## src/core/lsc_defs.svh

```systemverilog
`ifndef LSC_DEFS_SVH
`define LSC_DEFS_SVH

// Register offsets on the byte-wide register port.
`define LSC_ADDR_CFG 8'h02
`define LSC_ADDR_EN29 8'h03
`define LSC_ADDR_GCUR 8'h04
`define LSC_ADDR_CH1 8'h05
`define LSC_ADDR_CH9 8'h0D
`define LSC_ADDR_FST1 8'h0E
`define LSC_ADDR_FST2 8'h0F
`define LSC_ADDR_FCLR 8'h10
`define LSC_ADDR_BUCK 8'h11
`define LSC_ADDR_STAT 8'h13

// Field positions in the configuration register.
`define LSC_CFG_SCHEME 7
`define LSC_CFG_UNUSED_HI 5
`define LSC_CFG_UNUSED_LO 2
`define LSC_CFG_GEN 1
`define LSC_CFG_CH1EN 0

// Field positions in the fault, clear, regulator and status registers.
`define LSC_FST1_ANY 7
`define LSC_FST2_OV 3
`define LSC_FST2_OCP 2
`define LSC_FST2_OT 1
`define LSC_FCLR_BIT 0
`define LSC_BUCK_ENSRC 3
`define LSC_BUCK_SOFTEN 2
`define LSC_BUCK_MODESRC 1
`define LSC_BUCK_MODESW 0
`define LSC_STAT_UV 4
`define LSC_STAT_OV 3
`define LSC_STAT_OCP 2
`define LSC_STAT_OT 1

// Writable-bit masks, reset values and sizes.
`define LSC_CFG_MASK 8'hBF
`define LSC_CODE_MASK 8'h3F
`define LSC_BUCK_MASK 8'h0F
`define LSC_RESET_BYTE 8'h00
`define LSC_NUM_CH 9
`define LSC_CODE_W 6

`endif

```

## src/core/lsc_pkg.sv

```systemverilog
package lsc_pkg;

    // Control scheme chosen by the top bit of the configuration register.
    typedef enum logic {
        LSC_INDIVIDUAL,
        LSC_GLOBAL
    } lsc_scheme_t;

    // One current code per channel.
    typedef logic [5:0] lsc_code_t;

endpackage : lsc_pkg

```

## src/core/lsc_regs.sv

```systemverilog
// Operation
// [RQ1] Config bit 7 picks individual or global control.
// [RQ2] Unused count drops channels from nine downward.
// [RQ3] Config bit 1 enables used channels globally.
// [RQ4] Individual enables: ch1 bit0, ch2-9 second register.
// [RQ5] Global current follows shared six-bit code.
// [RQ6] Individual current from own code, bits 7:6 reserved.
// [RQ7] Fault register A bit 7 shows any open.
// [RQ8] Per-channel open flags across both fault registers.
// [RQ9] Register B latches overvoltage, overcurrent, overheat.
// [RQ10] Writing one to clear bit clears faults.
// [RQ11] Regulator enable source: pin or software.
// [RQ12] Software enable also needs chip enable high.
// [RQ13] Light-load mode source: pin or software.
// [RQ14] Software mode bit: forced PWM or skip.
// [RQ15] Status register shows live supply and thermal conditions.
// [RQ16] Reserved bits read zero, reset zero.
// [RQ17] Open channel off until gone and cleared.
// [RQ18] Fault-reset pin high also clears faults.
// [RQ19] Fault pin low while any open latched.
// [RQ20] Only power-on reset restores register defaults.
// [RQ21] Mode ignores the other mode's fields.
`timescale 1ns/1ps
`default_nettype none
`include "lsc_defs.svh"

module lsc_regs (
    // Clock and power-on reset.
    input wire logic clock_i,
    input wire logic arst_n_i,
    // Byte register port, driven by the serial slave front end.
    input wire logic [7:0] reg_addr_i,
    input wire logic [7:0] reg_wdata_i,
    input wire logic reg_wr_i,
    input wire logic reg_rd_i,
    output logic [7:0] reg_rdata_o,
    output logic reg_rvalid_o,
    // Analog monitors, channel one at bit 0.
    input wire logic [8:0] open_detect_i,
    input wire logic vin_uv_i,
    input wire logic vin_ov_i,
    input wire logic reg_ocp_i,
    input wire logic die_hot_i,
    // Pins.
    input wire logic chip_en_i,
    input wire logic mode_pin_i,
    input wire logic fault_reset_i,
    output logic fault_o,
    output logic fault_oe_o,
    // Controls toward the sinks and the regulator.
    output logic [8:0] ch_enable_o,
    output logic [53:0] ch_code_o,
    output logic regulator_run_o,
    output logic light_load_skip_o
);

    // Channels in use for a given unused-channel count; counts of eight
    // and above all leave channel one alone.
    function automatic logic [8:0] used_mask(input logic [3:0] unused);
        logic [8:0] m;
        m = 9'h1FF;
        if (unused >= 4'h8) begin
            m = 9'h001;
        end else begin
            m = 9'h1FF >> unused;
        end
        return m;
    endfunction : used_mask

    // Register storage.
    logic [7:0] cfg_ff;
    logic [7:0] en29_ff;
    logic [7:0] gcur_ff;
    logic [7:0] chcur_ff [0:8];
    logic [7:0] buck_ff;
    logic [8:0] open_lat_ff;
    logic ov_lat_ff;
    logic ocp_lat_ff;
    logic ot_lat_ff;
    logic [7:0] rdata_ff;
    logic rvalid_ff;
    logic [8:0] ch_enable_ff;
    logic [53:0] ch_code_ff;
    logic regulator_run_ff;
    logic skip_ff;
    logic fault_oe_ff;

    // Decoded strobes and views.
    logic clear_cmd;
    lsc_pkg::lsc_scheme_t scheme;
    logic [8:0] wanted_en;
    logic [8:0] nxt_ch_enable;
    logic [53:0] nxt_ch_code;
    logic [7:0] fst1;
    logic [7:0] fst2;
    logic [7:0] stat;
    logic [7:0] nxt_rdata;

    // Writing one to the clear bit, or a high fault-reset pin, clears faults.
    assign clear_cmd = (reg_wr_i && reg_addr_i == `LSC_ADDR_FCLR &&
                        reg_wdata_i[`LSC_FCLR_BIT]) || fault_reset_i; // RQ10 RQ18

    assign scheme = lsc_pkg::lsc_scheme_t'(cfg_ff[`LSC_CFG_SCHEME]); // RQ1

    // Control registers; reserved bits are masked so they stay zero. Only
    // the power-on reset touches them, the chip enable pin never does.
    always_ff @(posedge clock_i or negedge arst_n_i) begin
        if (!arst_n_i) begin
            cfg_ff <= `LSC_RESET_BYTE; // RQ20
            en29_ff <= `LSC_RESET_BYTE;
            gcur_ff <= `LSC_RESET_BYTE;
            buck_ff <= `LSC_RESET_BYTE;
        end else if (reg_wr_i) begin
            if (reg_addr_i == `LSC_ADDR_CFG) begin
                cfg_ff <= reg_wdata_i & `LSC_CFG_MASK; // RQ16
            end else if (reg_addr_i == `LSC_ADDR_EN29) begin
                en29_ff <= reg_wdata_i;
            end else if (reg_addr_i == `LSC_ADDR_GCUR) begin
                gcur_ff <= reg_wdata_i & `LSC_CODE_MASK;
            end else if (reg_addr_i == `LSC_ADDR_BUCK) begin
                buck_ff <= reg_wdata_i & `LSC_BUCK_MASK; // RQ16
            end
        end
    end

    // Per-channel current codes, one byte each at consecutive offsets.
    always_ff @(posedge clock_i or negedge arst_n_i) begin
        if (!arst_n_i) begin
            for (int i = 0; i < `LSC_NUM_CH; i++) begin
                chcur_ff[i] <= `LSC_RESET_BYTE;
            end
        end else if (reg_wr_i && reg_addr_i >= `LSC_ADDR_CH1 &&
                     reg_addr_i <= `LSC_ADDR_CH9) begin
            chcur_ff[4'(reg_addr_i - `LSC_ADDR_CH1)] <= reg_wdata_i & `LSC_CODE_MASK; // RQ6
        end
    end

    // Open flags latch only for channels that are requested (wanted_en); a new
    // detection wins over a clear in the same cycle, so a still-open
    // channel stays flagged and stays off after the clear.
    always_ff @(posedge clock_i or negedge arst_n_i) begin
        if (!arst_n_i) begin
            open_lat_ff <= 9'h000;
        end else begin
            open_lat_ff <= (clear_cmd ? 9'h000 : open_lat_ff) |
                           (open_detect_i & wanted_en); // RQ8 RQ17
        end
    end

    // Overvoltage, overcurrent and thermal faults latch; set beats clear.
    always_ff @(posedge clock_i or negedge arst_n_i) begin
        if (!arst_n_i) begin
            ov_lat_ff <= 1'b0;
            ocp_lat_ff <= 1'b0;
            ot_lat_ff <= 1'b0;
        end else begin
            ov_lat_ff <= vin_ov_i || (ov_lat_ff && !clear_cmd); // RQ9
            ocp_lat_ff <= reg_ocp_i || (ocp_lat_ff && !clear_cmd); // RQ9
            ot_lat_ff <= die_hot_i || (ot_lat_ff && !clear_cmd); // RQ9
        end
    end

    // Requested channel enables and codes for the active scheme; fields
    // of the other scheme are not looked at.
    always_comb begin
        wanted_en = 9'h000;
        nxt_ch_code = '0;
        case (scheme)
            lsc_pkg::LSC_GLOBAL: begin
                if (cfg_ff[`LSC_CFG_GEN]) begin // RQ3
                    wanted_en = used_mask(cfg_ff[`LSC_CFG_UNUSED_HI:`LSC_CFG_UNUSED_LO]); // RQ2
                end
                for (int i = 0; i < `LSC_NUM_CH; i++) begin
                    nxt_ch_code[i*`LSC_CODE_W +: `LSC_CODE_W] = gcur_ff[5:0]; // RQ5 RQ21
                end
            end
            default: begin
                wanted_en[0] = cfg_ff[`LSC_CFG_CH1EN]; // RQ4
                for (int i = 1; i < `LSC_NUM_CH; i++) begin
                    wanted_en[i] = en29_ff[8 - i]; // RQ4 RQ21
                end
                for (int i = 0; i < `LSC_NUM_CH; i++) begin
                    nxt_ch_code[i*`LSC_CODE_W +: `LSC_CODE_W] = chcur_ff[i][5:0]; // RQ6
                end
            end
        endcase
    end

    // A latched open channel is switched off; the others run on.
    assign nxt_ch_enable = wanted_en & ~open_lat_ff; // RQ17

    // Sink controls are registered so the analog side sees clean levels.
    always_ff @(posedge clock_i or negedge arst_n_i) begin
        if (!arst_n_i) begin
            ch_enable_ff <= 9'h000;
            ch_code_ff <= '0;
        end else begin
            ch_enable_ff <= nxt_ch_enable;
            ch_code_ff <= nxt_ch_code;
        end
    end

    // Regulator enable and light-load mode sources. Software enable still
    // needs the chip enable pin, so a low pin always stops the regulator.
    always_ff @(posedge clock_i or negedge arst_n_i) begin
        if (!arst_n_i) begin
            regulator_run_ff <= 1'b0;
            skip_ff <= 1'b0;
        end else begin
            if (buck_ff[`LSC_BUCK_ENSRC]) begin // RQ11
                regulator_run_ff <= buck_ff[`LSC_BUCK_SOFTEN] && chip_en_i; // RQ12
            end else begin
                regulator_run_ff <= chip_en_i;
            end
            if (buck_ff[`LSC_BUCK_MODESRC]) begin // RQ13
                skip_ff <= buck_ff[`LSC_BUCK_MODESW]; // RQ14
            end else begin
                skip_ff <= mode_pin_i;
            end
        end
    end

    // Fault pin pulls low while any open flag is latched.
    always_ff @(posedge clock_i or negedge arst_n_i) begin
        if (!arst_n_i) begin
            fault_oe_ff <= 1'b0;
        end else begin
            fault_oe_ff <= |open_lat_ff; // RQ19
        end
    end

    // Read views of the fault and status registers.
    always_comb begin
        fst1 = 8'h00;
        fst1[`LSC_FST1_ANY] = |open_lat_ff; // RQ7
        for (int i = 0; i < 6; i++) begin
            fst1[5 - i] = open_lat_ff[i]; // RQ8
        end
        fst2 = 8'h00;
        for (int i = 0; i < 3; i++) begin
            fst2[7 - i] = open_lat_ff[6 + i]; // RQ8
        end
        fst2[`LSC_FST2_OV] = ov_lat_ff;
        fst2[`LSC_FST2_OCP] = ocp_lat_ff;
        fst2[`LSC_FST2_OT] = ot_lat_ff;
        stat = 8'h00; // RQ16
        stat[`LSC_STAT_UV] = vin_uv_i; // RQ15
        stat[`LSC_STAT_OV] = vin_ov_i;
        stat[`LSC_STAT_OCP] = reg_ocp_i;
        stat[`LSC_STAT_OT] = die_hot_i;
    end

    // Read decode; the clear register and unmapped offsets read zero.
    always_comb begin
        nxt_rdata = 8'h00;
        if (reg_addr_i == `LSC_ADDR_CFG) begin
            nxt_rdata = cfg_ff;
        end else if (reg_addr_i == `LSC_ADDR_EN29) begin
            nxt_rdata = en29_ff;
        end else if (reg_addr_i == `LSC_ADDR_GCUR) begin
            nxt_rdata = gcur_ff;
        end else if (reg_addr_i >= `LSC_ADDR_CH1 && reg_addr_i <= `LSC_ADDR_CH9) begin
            nxt_rdata = chcur_ff[4'(reg_addr_i - `LSC_ADDR_CH1)];
        end else if (reg_addr_i == `LSC_ADDR_FST1) begin
            nxt_rdata = fst1;
        end else if (reg_addr_i == `LSC_ADDR_FST2) begin
            nxt_rdata = fst2;
        end else if (reg_addr_i == `LSC_ADDR_BUCK) begin
            nxt_rdata = buck_ff;
        end else if (reg_addr_i == `LSC_ADDR_STAT) begin
            nxt_rdata = stat;
        end
    end

    // Read data is captured one cycle after the strobe and held.
    always_ff @(posedge clock_i or negedge arst_n_i) begin
        if (!arst_n_i) begin
            rdata_ff <= 8'h00;
            rvalid_ff <= 1'b0;
        end else begin
            rvalid_ff <= reg_rd_i;
            if (reg_rd_i) begin
                rdata_ff <= nxt_rdata;
            end
        end
    end

    assign reg_rdata_o = rdata_ff;
    assign reg_rvalid_o = rvalid_ff;
    assign ch_enable_o = ch_enable_ff;
    assign ch_code_o = ch_code_ff;
    assign regulator_run_o = regulator_run_ff;
    assign light_load_skip_o = skip_ff;
    assign fault_o = 1'b0; // Open drain: only ever pulls low.
    assign fault_oe_o = fault_oe_ff;

    // Checks next to the logic they guard.
    a_global_count: assert property (@(posedge clock_i) disable iff (!arst_n_i) // RQ2
        (cfg_ff[7] && cfg_ff[1] && cfg_ff[5:2] == 4'h1 && open_lat_ff == 9'h000)
        |=> ch_enable_o == 9'h0FF)
        else $error("global count one must drop only channel nine");

    a_global_off: assert property (@(posedge clock_i) disable iff (!arst_n_i) // RQ3
        (cfg_ff[7] && !cfg_ff[1]) |=> ch_enable_o == 9'h000)
        else $error("global disable left a channel on");

    a_indiv_ch2: assert property (@(posedge clock_i) disable iff (!arst_n_i) // RQ4
        (!cfg_ff[7] && !open_lat_ff[1]) |=> ch_enable_o[1] == $past(en29_ff[7]))
        else $error("channel two enable not taken from bit seven");

    a_global_code: assert property (@(posedge clock_i) disable iff (!arst_n_i) // RQ5
        cfg_ff[7] |=> ch_code_o[53:48] == $past(gcur_ff[5:0]))
        else $error("channel nine code not the shared code");

    a_open_off: assert property (@(posedge clock_i) disable iff (!arst_n_i) // RQ17
        open_lat_ff[0] |=> !ch_enable_o[0])
        else $error("open channel still enabled");

    a_open_any: assert property (@(posedge clock_i) disable iff (!arst_n_i) // RQ7
        (reg_rd_i && reg_addr_i == 8'h0E) |=> reg_rdata_o[7] == $past(|open_lat_ff))
        else $error("any-open flag read wrong");

    a_clear_open: assert property (@(posedge clock_i) disable iff (!arst_n_i) // RQ10
        (reg_wr_i && reg_addr_i == 8'h10 && reg_wdata_i[0] && open_detect_i == 9'h000)
        |=> open_lat_ff == 9'h000 && ov_lat_ff == $past(vin_ov_i))
        else $error("clear command left an open flag");

    a_reset_pin: assert property (@(posedge clock_i) disable iff (!arst_n_i) // RQ18
        (fault_reset_i && open_detect_i == 9'h000) ##1 (!fault_reset_i) [*2]
        |-> !fault_oe_o)
        else $error("fault pin held after reset pin clear");

    a_ov_sticky: assert property (@(posedge clock_i) disable iff (!arst_n_i) // RQ9
        (vin_ov_i && !clear_cmd) ##1 !clear_cmd |=> fst2[3])
        else $error("overvoltage flag did not hold");

    a_buck_soft: assert property (@(posedge clock_i) disable iff (!arst_n_i) // RQ12
        (buck_ff[3] && !chip_en_i) |=> !regulator_run_o)
        else $error("regulator runs without chip enable");

    a_mode_soft: assert property (@(posedge clock_i) disable iff (!arst_n_i) // RQ14
        buck_ff[1] |=> light_load_skip_o == $past(buck_ff[0]))
        else $error("light-load mode not from software bit");

    a_fault_pin: assert property (@(posedge clock_i) disable iff (!arst_n_i) // RQ19
        $rose(|open_lat_ff) |=> fault_oe_o)
        else $error("fault pin not pulled on open");

endmodule : lsc_regs

`default_nettype wire
```

## config.mk

```make
export PLATFORM = sky130hd
export DESIGN_NAME = lsc_regs
export DESIGN_NICKNAME = d
export VERILOG_FILES = /design/src/core/lsc_pkg.sv /design/src/core/lsc_regs.sv
export VERILOG_INCLUDE_DIRS = /design/src /design/src/core
export SDC_FILE = /design/constraint.sdc
export NUM_CORES = 1
export LEC_CHECK = 0
export ABC_CLOCK_PERIOD_IN_PS = 1460
export BUFFER_PORTS_ARGS = -buffer_cell sky130_fd_sc_hd__buf_2
export CAP_MARGIN = 20
export CORE_ASPECT_RATIO = 0.5
export CORE_MARGIN = 3
export CORE_UTILIZATION = 50
export DETAILED_ROUTE_END_ITERATION = 7
export HOLD_SLACK_MARGIN = 0.12
export PLACE_DENSITY = 0.74
export REMOVE_ABC_BUFFERS = 1
export SETUP_SLACK_MARGIN = 0.15
export SKIP_CTS_REPAIR_TIMING = 1
export SLEW_MARGIN = 15
export SYNTH_ARGS = -nofsm -noshare
export SYNTH_HDL_FRONTEND = slang
export SYNTH_SLANG_ARGS = --single-unit
```

## constraint.sdc

```tcl
create_clock -name clock_i -period 1.46 [get_ports clock_i]
set_input_delay 0.073 -clock clock_i [delete_from_list [all_inputs] [get_ports clock_i]]
set_output_delay 0.073 -clock clock_i [all_outputs]
set_load 0.01 [all_outputs]
```

Word level (Yosys, flattened, before mapping):

Index checks and enable logic that the tools add are counted.

* register bits: 184
* output and inout bits: 76

* add/sub/neg operators: 1
* order comparisons: 5
* eq/ne operators: 8
* shifts and indexed selects: 1
* muxes and demuxes: 21
* bitwise operators: 8
* reduce and logical (&&, ||, !) cells: 20

Operators by type and width (number)
* 72-bit bitwise mux: 1
* 8-bit 2-to-1 mux: 9
* 54-bit 2-to-1 mux: 1
* 9-bit 2-to-1 mux: 4
* 8-bit binary-select mux with 4-bit select: 1
* 8-bit demux with 4-bit select: 1
* 8-bit by 5-bit equality test with 1-bit output, second input constant: 3
* 9-bit bitwise AND: 2
* 8-bit by 2-bit equality test with 1-bit output, second input constant: 2
* 8-bit by 4-bit equality test with 1-bit output, second input constant: 2
* 1-bit logical AND: 10
* 5-bit 2-to-1 mux: 2
* 9-bit NOT: 1
* 9-bit OR: 1
* 9-bit OR reduction: 1
* 9-bit by 4-bit >> shifter with 9-bit output, first input constant: 1
* 8-bit by 3-bit equality test with 1-bit output, second input constant: 1
* 8-bit by 3-bit greater-or-equal comparator with 1-bit output, second input constant: 1
* 8-bit by 4-bit <= comparator with 1-bit output, second input constant: 1
* 5-bit greater-or-equal comparator, second input constant: 1
* 5-bit by 1-bit < comparator with 1-bit output, second input constant: 1
* 4-bit NOT with 5-bit output: 1
* 5-bit AND reduction: 1
* 4-bit greater-or-equal comparator, second input constant: 1
* 8 further kinds: 14

Logic depth before layout (Yosys ltp):

* word-level depth: 9
* depth in mapped cells: 12

Least setup slack after synthesis:

Ideal clock, no wire load.

* path kind: input-to-reg
* start point: input reg_addr_i[0]
* end point: register chcur_ff[64] (netlist bit)
* library setup time: 0.132 ns
* arrival time: 2.443 ns
* required time: 1.328 ns
* slack: -1.114 ns
* stages: 10
* path buffers: 4
* path through: buf_2 -> buf_1 -> inv_1 -> ha_1 -> buf_2 -> nand2b_1 -> or3_1 -> a211oi_1 -> clkbuf_1 -> o21ai_0

* cells in the longest elaborated chain, start to end: 7
* elaborated cells between the ends (all ways): 12
* those cells by class: add/sub: 1; order compare: 4; mux: 3; bitwise: 1; reduce/logical: 3

RTL lines
* start, declared: line lsc_regs.sv:32 `input wire logic [7:0] reg_addr_i,`
* 4-bit by 3-bit subtractor with 4-bit output (no line)
* 4-bit NOT with 5-bit output
* 5-bit greater-or-equal comparator or 5-bit by 1-bit < comparator with 1-bit output (tied branches)
* 1-bit logical AND (no line)
* 8-bit 2-to-1 mux (no line)
* 8-bit demux with 4-bit select (no line)
* 72-bit bitwise mux (no line)
* end signal, assigned by index: line lsc_regs.sv:130 `` chcur_ff[i] <= `LSC_RESET_BYTE; ``
* end signal, assigned by index: line lsc_regs.sv:134 `` chcur_ff[4'(reg_addr_i - `LSC_ADDR_CH1)] <= reg_wdata_i & `LSC_CODE_MASK; ``
* end, declared: line lsc_regs.sv:74 `logic [7:0] chcur_ff [0:8];`

Parallel ways exist; a longest one is shown, timed or not.
A chain may end at the register's enable or synchronous reset.

Final worst setup path:

* start point: register chcur_ff[64] (netlist bit)
* end point: register rdata_ff[0] (netlist: reg_rdata_o[0])

* cells in the longest elaborated chain, start to end: 7

RTL lines
* 8-bit binary-select mux with 4-bit select: line lsc_regs.sv:263 `` nxt_rdata = chcur_ff[4'(reg_addr_i - `LSC_ADDR_CH1)]; ``
* 8-bit 2-to-1 mux (2 in series): line lsc_regs.sv:263
* 8-bit 2-to-1 mux: line lsc_regs.sv:262 `` end else if (reg_addr_i >= `LSC_ADDR_CH1 && reg_addr_i <= `LSC_ADDR_CH9) begin ``
* 8-bit 2-to-1 mux: line lsc_regs.sv:260 `` end else if (reg_addr_i == `LSC_ADDR_GCUR) begin ``
* 8-bit 2-to-1 mux: line lsc_regs.sv:258 `` end else if (reg_addr_i == `LSC_ADDR_EN29) begin ``
* 8-bit 2-to-1 mux: line lsc_regs.sv:256 `` if (reg_addr_i == `LSC_ADDR_CFG) begin ``
* end signal, assigned: line lsc_regs.sv:283 `rdata_ff <= nxt_rdata;`
* end, declared: line lsc_regs.sv:80 `logic [7:0] rdata_ff;`

No other way between the ends. The select of a mux whose other input is x is not followed.

==> impl_metrics.json <==
{
  "synth_top_area_share_pct": 56.6,
  "rsz0062_at_grt": "yes",
  "htreeDepth": 4,
  "synth-seq-cells": 166,
  "max_cap_violations": 0,
  "cts_tree": "done",
  "ys_warn_count": 0,
  "syn_area_mm2": 0.00733,
  "grt_use_total_pct": 26.5,
  "grt_overflow": 0,
  "final-max-slew-violation-count": 0,
  "setup_viol": 14,
  "crit_required_ps": 1770,
  "violations": "negative setup slack",
  "leakage_nw": 4.57,
  "worst-r2r-cell-count": 5,
  "clkPwrFrac_pct": 40.2,
  "end_kind": "flop",
  "synth-async-reset-ratio_pct": 100,
  "status": "finished, violations left",
  "crit_type": "flop to flop",
  "drive_gt1_share_pct": 43.5,
  "gp_congestion": 0.908,
  "wl_um": 24400,
  "grt_start_max_net_pins": 39,
  "grt_pass1_vias": 6121,
  "rrSetupSlack_ps": -230,
  "ant_nets": 0,
  "internal_power_mw": 7.89,
  "fin_crit_sh_pct": 115,
  "yosys.area.top_type": "dfrtp_1",
  "stdcell_count": 1102,
  "worst_pin_slew_ps": 512,
  "ctsRootBufferMaster": "clkbuf_16",
  "pin_count": 112,
  "synth_enable_flop_cells": 0,
  "hold_depth": 5,
  "post-route-drc-count": 0,
  "syn2layout_area_growth_pct": 40.7,
  "ir_worst_vdd_mv": 0.900,
  "synthFlopType": "dfrtp_1",
  "path_clk_slew_ps": 80,
  "setup_ws_ps": -226,
  "switching_share_pct": 29.0,
  "die_h_um": 91.6,
  "drt-wirelength-per-cell_um": 22.2,
  "synth_area_leaders": "dfrtp_1, o21ai_0, mux2_2, inv_1, mux4_2",
  "total_power_mw": 11.1,
  "drtIter0Drc": 882,
  "core_mm2": 0.0139,
  "antenna_found_initial": 0,
  "whs_ps": 114,
  "dp_cells": 1018,
  "num_vias": 6557,
  "combPwrFrac_pct": 14.0,
  "diodes": 0,
  "critPathMaxFanout": 2,
  "vias_per_cell": 5.95,
  "switchingPower_mw": 3.22,
  "grt_pass1_wl_um": 33100,
  "dp_worst_setup_slack_ps": -644,
  "fp-row-count": 30,
  "cts_buffer_depth": 2,
  "finalNetCount": 938,
  "dr.pass1.iters": 7,
  "io_buffers": 110,
  "yosysSeqAreaShare_pct": 56.6,
  "hold_path_class": "input port to flop",
  "cts_buffers": 17,
  "slew_headroom_pct": 65.7,
  "die_w_um": 177,
  "start_util_pct": 52.7,
  "dieArea_mm2": 0.0162,
  "setup-tns-final_ps": -502,
  "cts_sinks": 166,
  "syn_inst": 684,
  "final_hold_viol_count": 0,
  "fmax_ghz": 0.593,
  "crit_path_start_kind": "flop",
  "clkLatencyLatePin_ps": 440,
  "ys_types": 56,
  "hpwl_um": 14600,
  "seq_power_share_pct": 45.8,
  "clock_skew_ps": 12.9,
  "cp_data_arrival_time_ps": 2000,
  "avgSynthCellArea_um2": 10.7,
  "fin_crit_ps": 1690,
  "p_per_area_mw_per_mm2": 1080
}
power by group through the flow:
stage	combinational, mW	clock, mW	sequential [mW]
4_1_cts	1.27	4.43	5.07
6_report	1.56	4.46	5.09
3_5_place_dp	1.25	0	5.15
3_3_place_gp	1.23	0	5.15
2_1_floorplan	0.433	0	5.23
5_1_grt	1.67	4.68	5.12
worst max-delay path: stages, from the launching register on:
cell and delay [ps]:
dfrtp_1 390, mux4_2 530, mux2i_4 220, a211oi_2 80
a211oi_1 220, a21oi_1 100
per-layer routing:
metal	GRT usage (%)	part of all wire, %	vias to the layer above
li1	-	-	2826
met1	37.2	41	3247
met2	40.8	47	394
met3	6.37	9.1	90
met4	8.81	3.2	0
met5	0	0	-
cell usage in the layout, fill, tap and decap left out, types with 5 or more instances in the layout:
| master | n |
|---|---|
| mux2_2 | 32 |
| a21oi_1 | 19 |
| dlygate4sd3_1 | 24 |
| o21ai_2 | 28 |
| nor2b_1 | 5 |
| nand2_1 | 30 |
| o21ai_0 | 66 |
| nor2_1 | 15 |
| dfrtp_1 | 163 |
| nand3_2 | 14 |
| a211oi_2 | 5 |
| o221ai_1 | 6 |
| buf_2 | 105 |
| buf_6 | 25 |
| o22ai_1 | 10 |
| inv_1 | 70 |
| mux4_2 | 12 |
| clkbuf_16 | 20 |
| buf_8 | 5 |
| buf_4 | 71 |
| and2_4 | 5 |
| nand3_1 | 34 |
| inv_8 | 7 |
| o21ai_1 | 25 |
| buf_12 | 9 |
| a21oi_2 | 6 |
layout make-up:
class | instances | area [µm²]
sequential | 166 | 4160
fill | 840 | 3610
multi-input combinational | 398 | 3150
timing repair buffer | 242 | 1910
clock buffer | 17 | 425
inverter | 72 | 280
tap | 192 | 240
clock inverter | 15 | 156
stage by stage:
step / util [%] / area [µm²]
6_report: 74.1 / 10300
2_1_floorplan: - / 7100
5_1_grt: 74.1 / 10300
3_3_place_gp: 61.5 / 8560
4_1_cts: 65.7 / 9140
3_5_place_dp: 61.5 / 8560
state kept, by name (all words and copies together) (netlist names):
signal             cells
ch_enable_o            9
regulator_run_o        1
en29_ff                8
gcur_ff                6
open_lat_ff            9
ch_code_o             54
ov_lat_ff              1
cfg_ff                 7
light_load_skip_o      1
reg_rvalid_o           1
chcur_ff              54
ot_lat_ff              1
reg_rdata_o            8
buck_ff                4
ocp_lat_ff             1
fault_oe_o             1
final timing paths:
kind / from / end
worst max-delay path: chcur_ff[64]$_DFFE_PN0P_ / reg_rdata_o[0]$_DFFE_PN0P_
worst min-delay path: fault_reset_i / open_lat_ff[6]$_DFF_PN0_
worst max register to register: chcur_ff[64]$_DFFE_PN0P_ / reg_rdata_o[0]$_DFFE_PN0P_
worst min register to register: ot_lat_ff$_DFF_PN0_ / ot_lat_ff$_DFF_PN0_
max in group asynchronous: arst_n_i / open_lat_ff[8]$_DFF_PN0_
min in group asynchronous: arst_n_i / regulator_run_o$_DFF_PN0_
synthesized netlist by cell type (4+ instances only):
| cell type | number |
|---|---|
| a211oi_1 | 6 |
| a211oi_2 | 4 |
| a21o_1 | 4 |
| a21oi_1 | 26 |
| and2_1 | 5 |
| and3_1 | 4 |
| buf_2 | 14 |
| buf_4 | 5 |
| clkbuf_1 | 25 |
| dfrtp_1 | 166 |
| ha_1 | 5 |
| inv_1 | 72 |
| mux2_2 | 32 |
| mux4_2 | 12 |
| nand2_1 | 34 |
| nand3_1 | 49 |
| nor2_1 | 16 |
| nor2b_1 | 7 |
| nor3_1 | 5 |
| o21ai_0 | 107 |
| o21ai_1 | 10 |
| o221ai_1 | 6 |
| o22ai_1 | 11 |
cells by family after synthesis:
family	count (synthesis)	synth area share [%]
buffers and inverters	120	6.84
DFF	166	56.6
and+or+nand+nor	148	10.8
AOI/OAI and AO/OA	195	15.6
muxes	47	9.01
adders and majority gates	5	0.853
xor gates and xnor gates	2	0.239
other	1	0.0511
(Power assumes the default switching activity.)
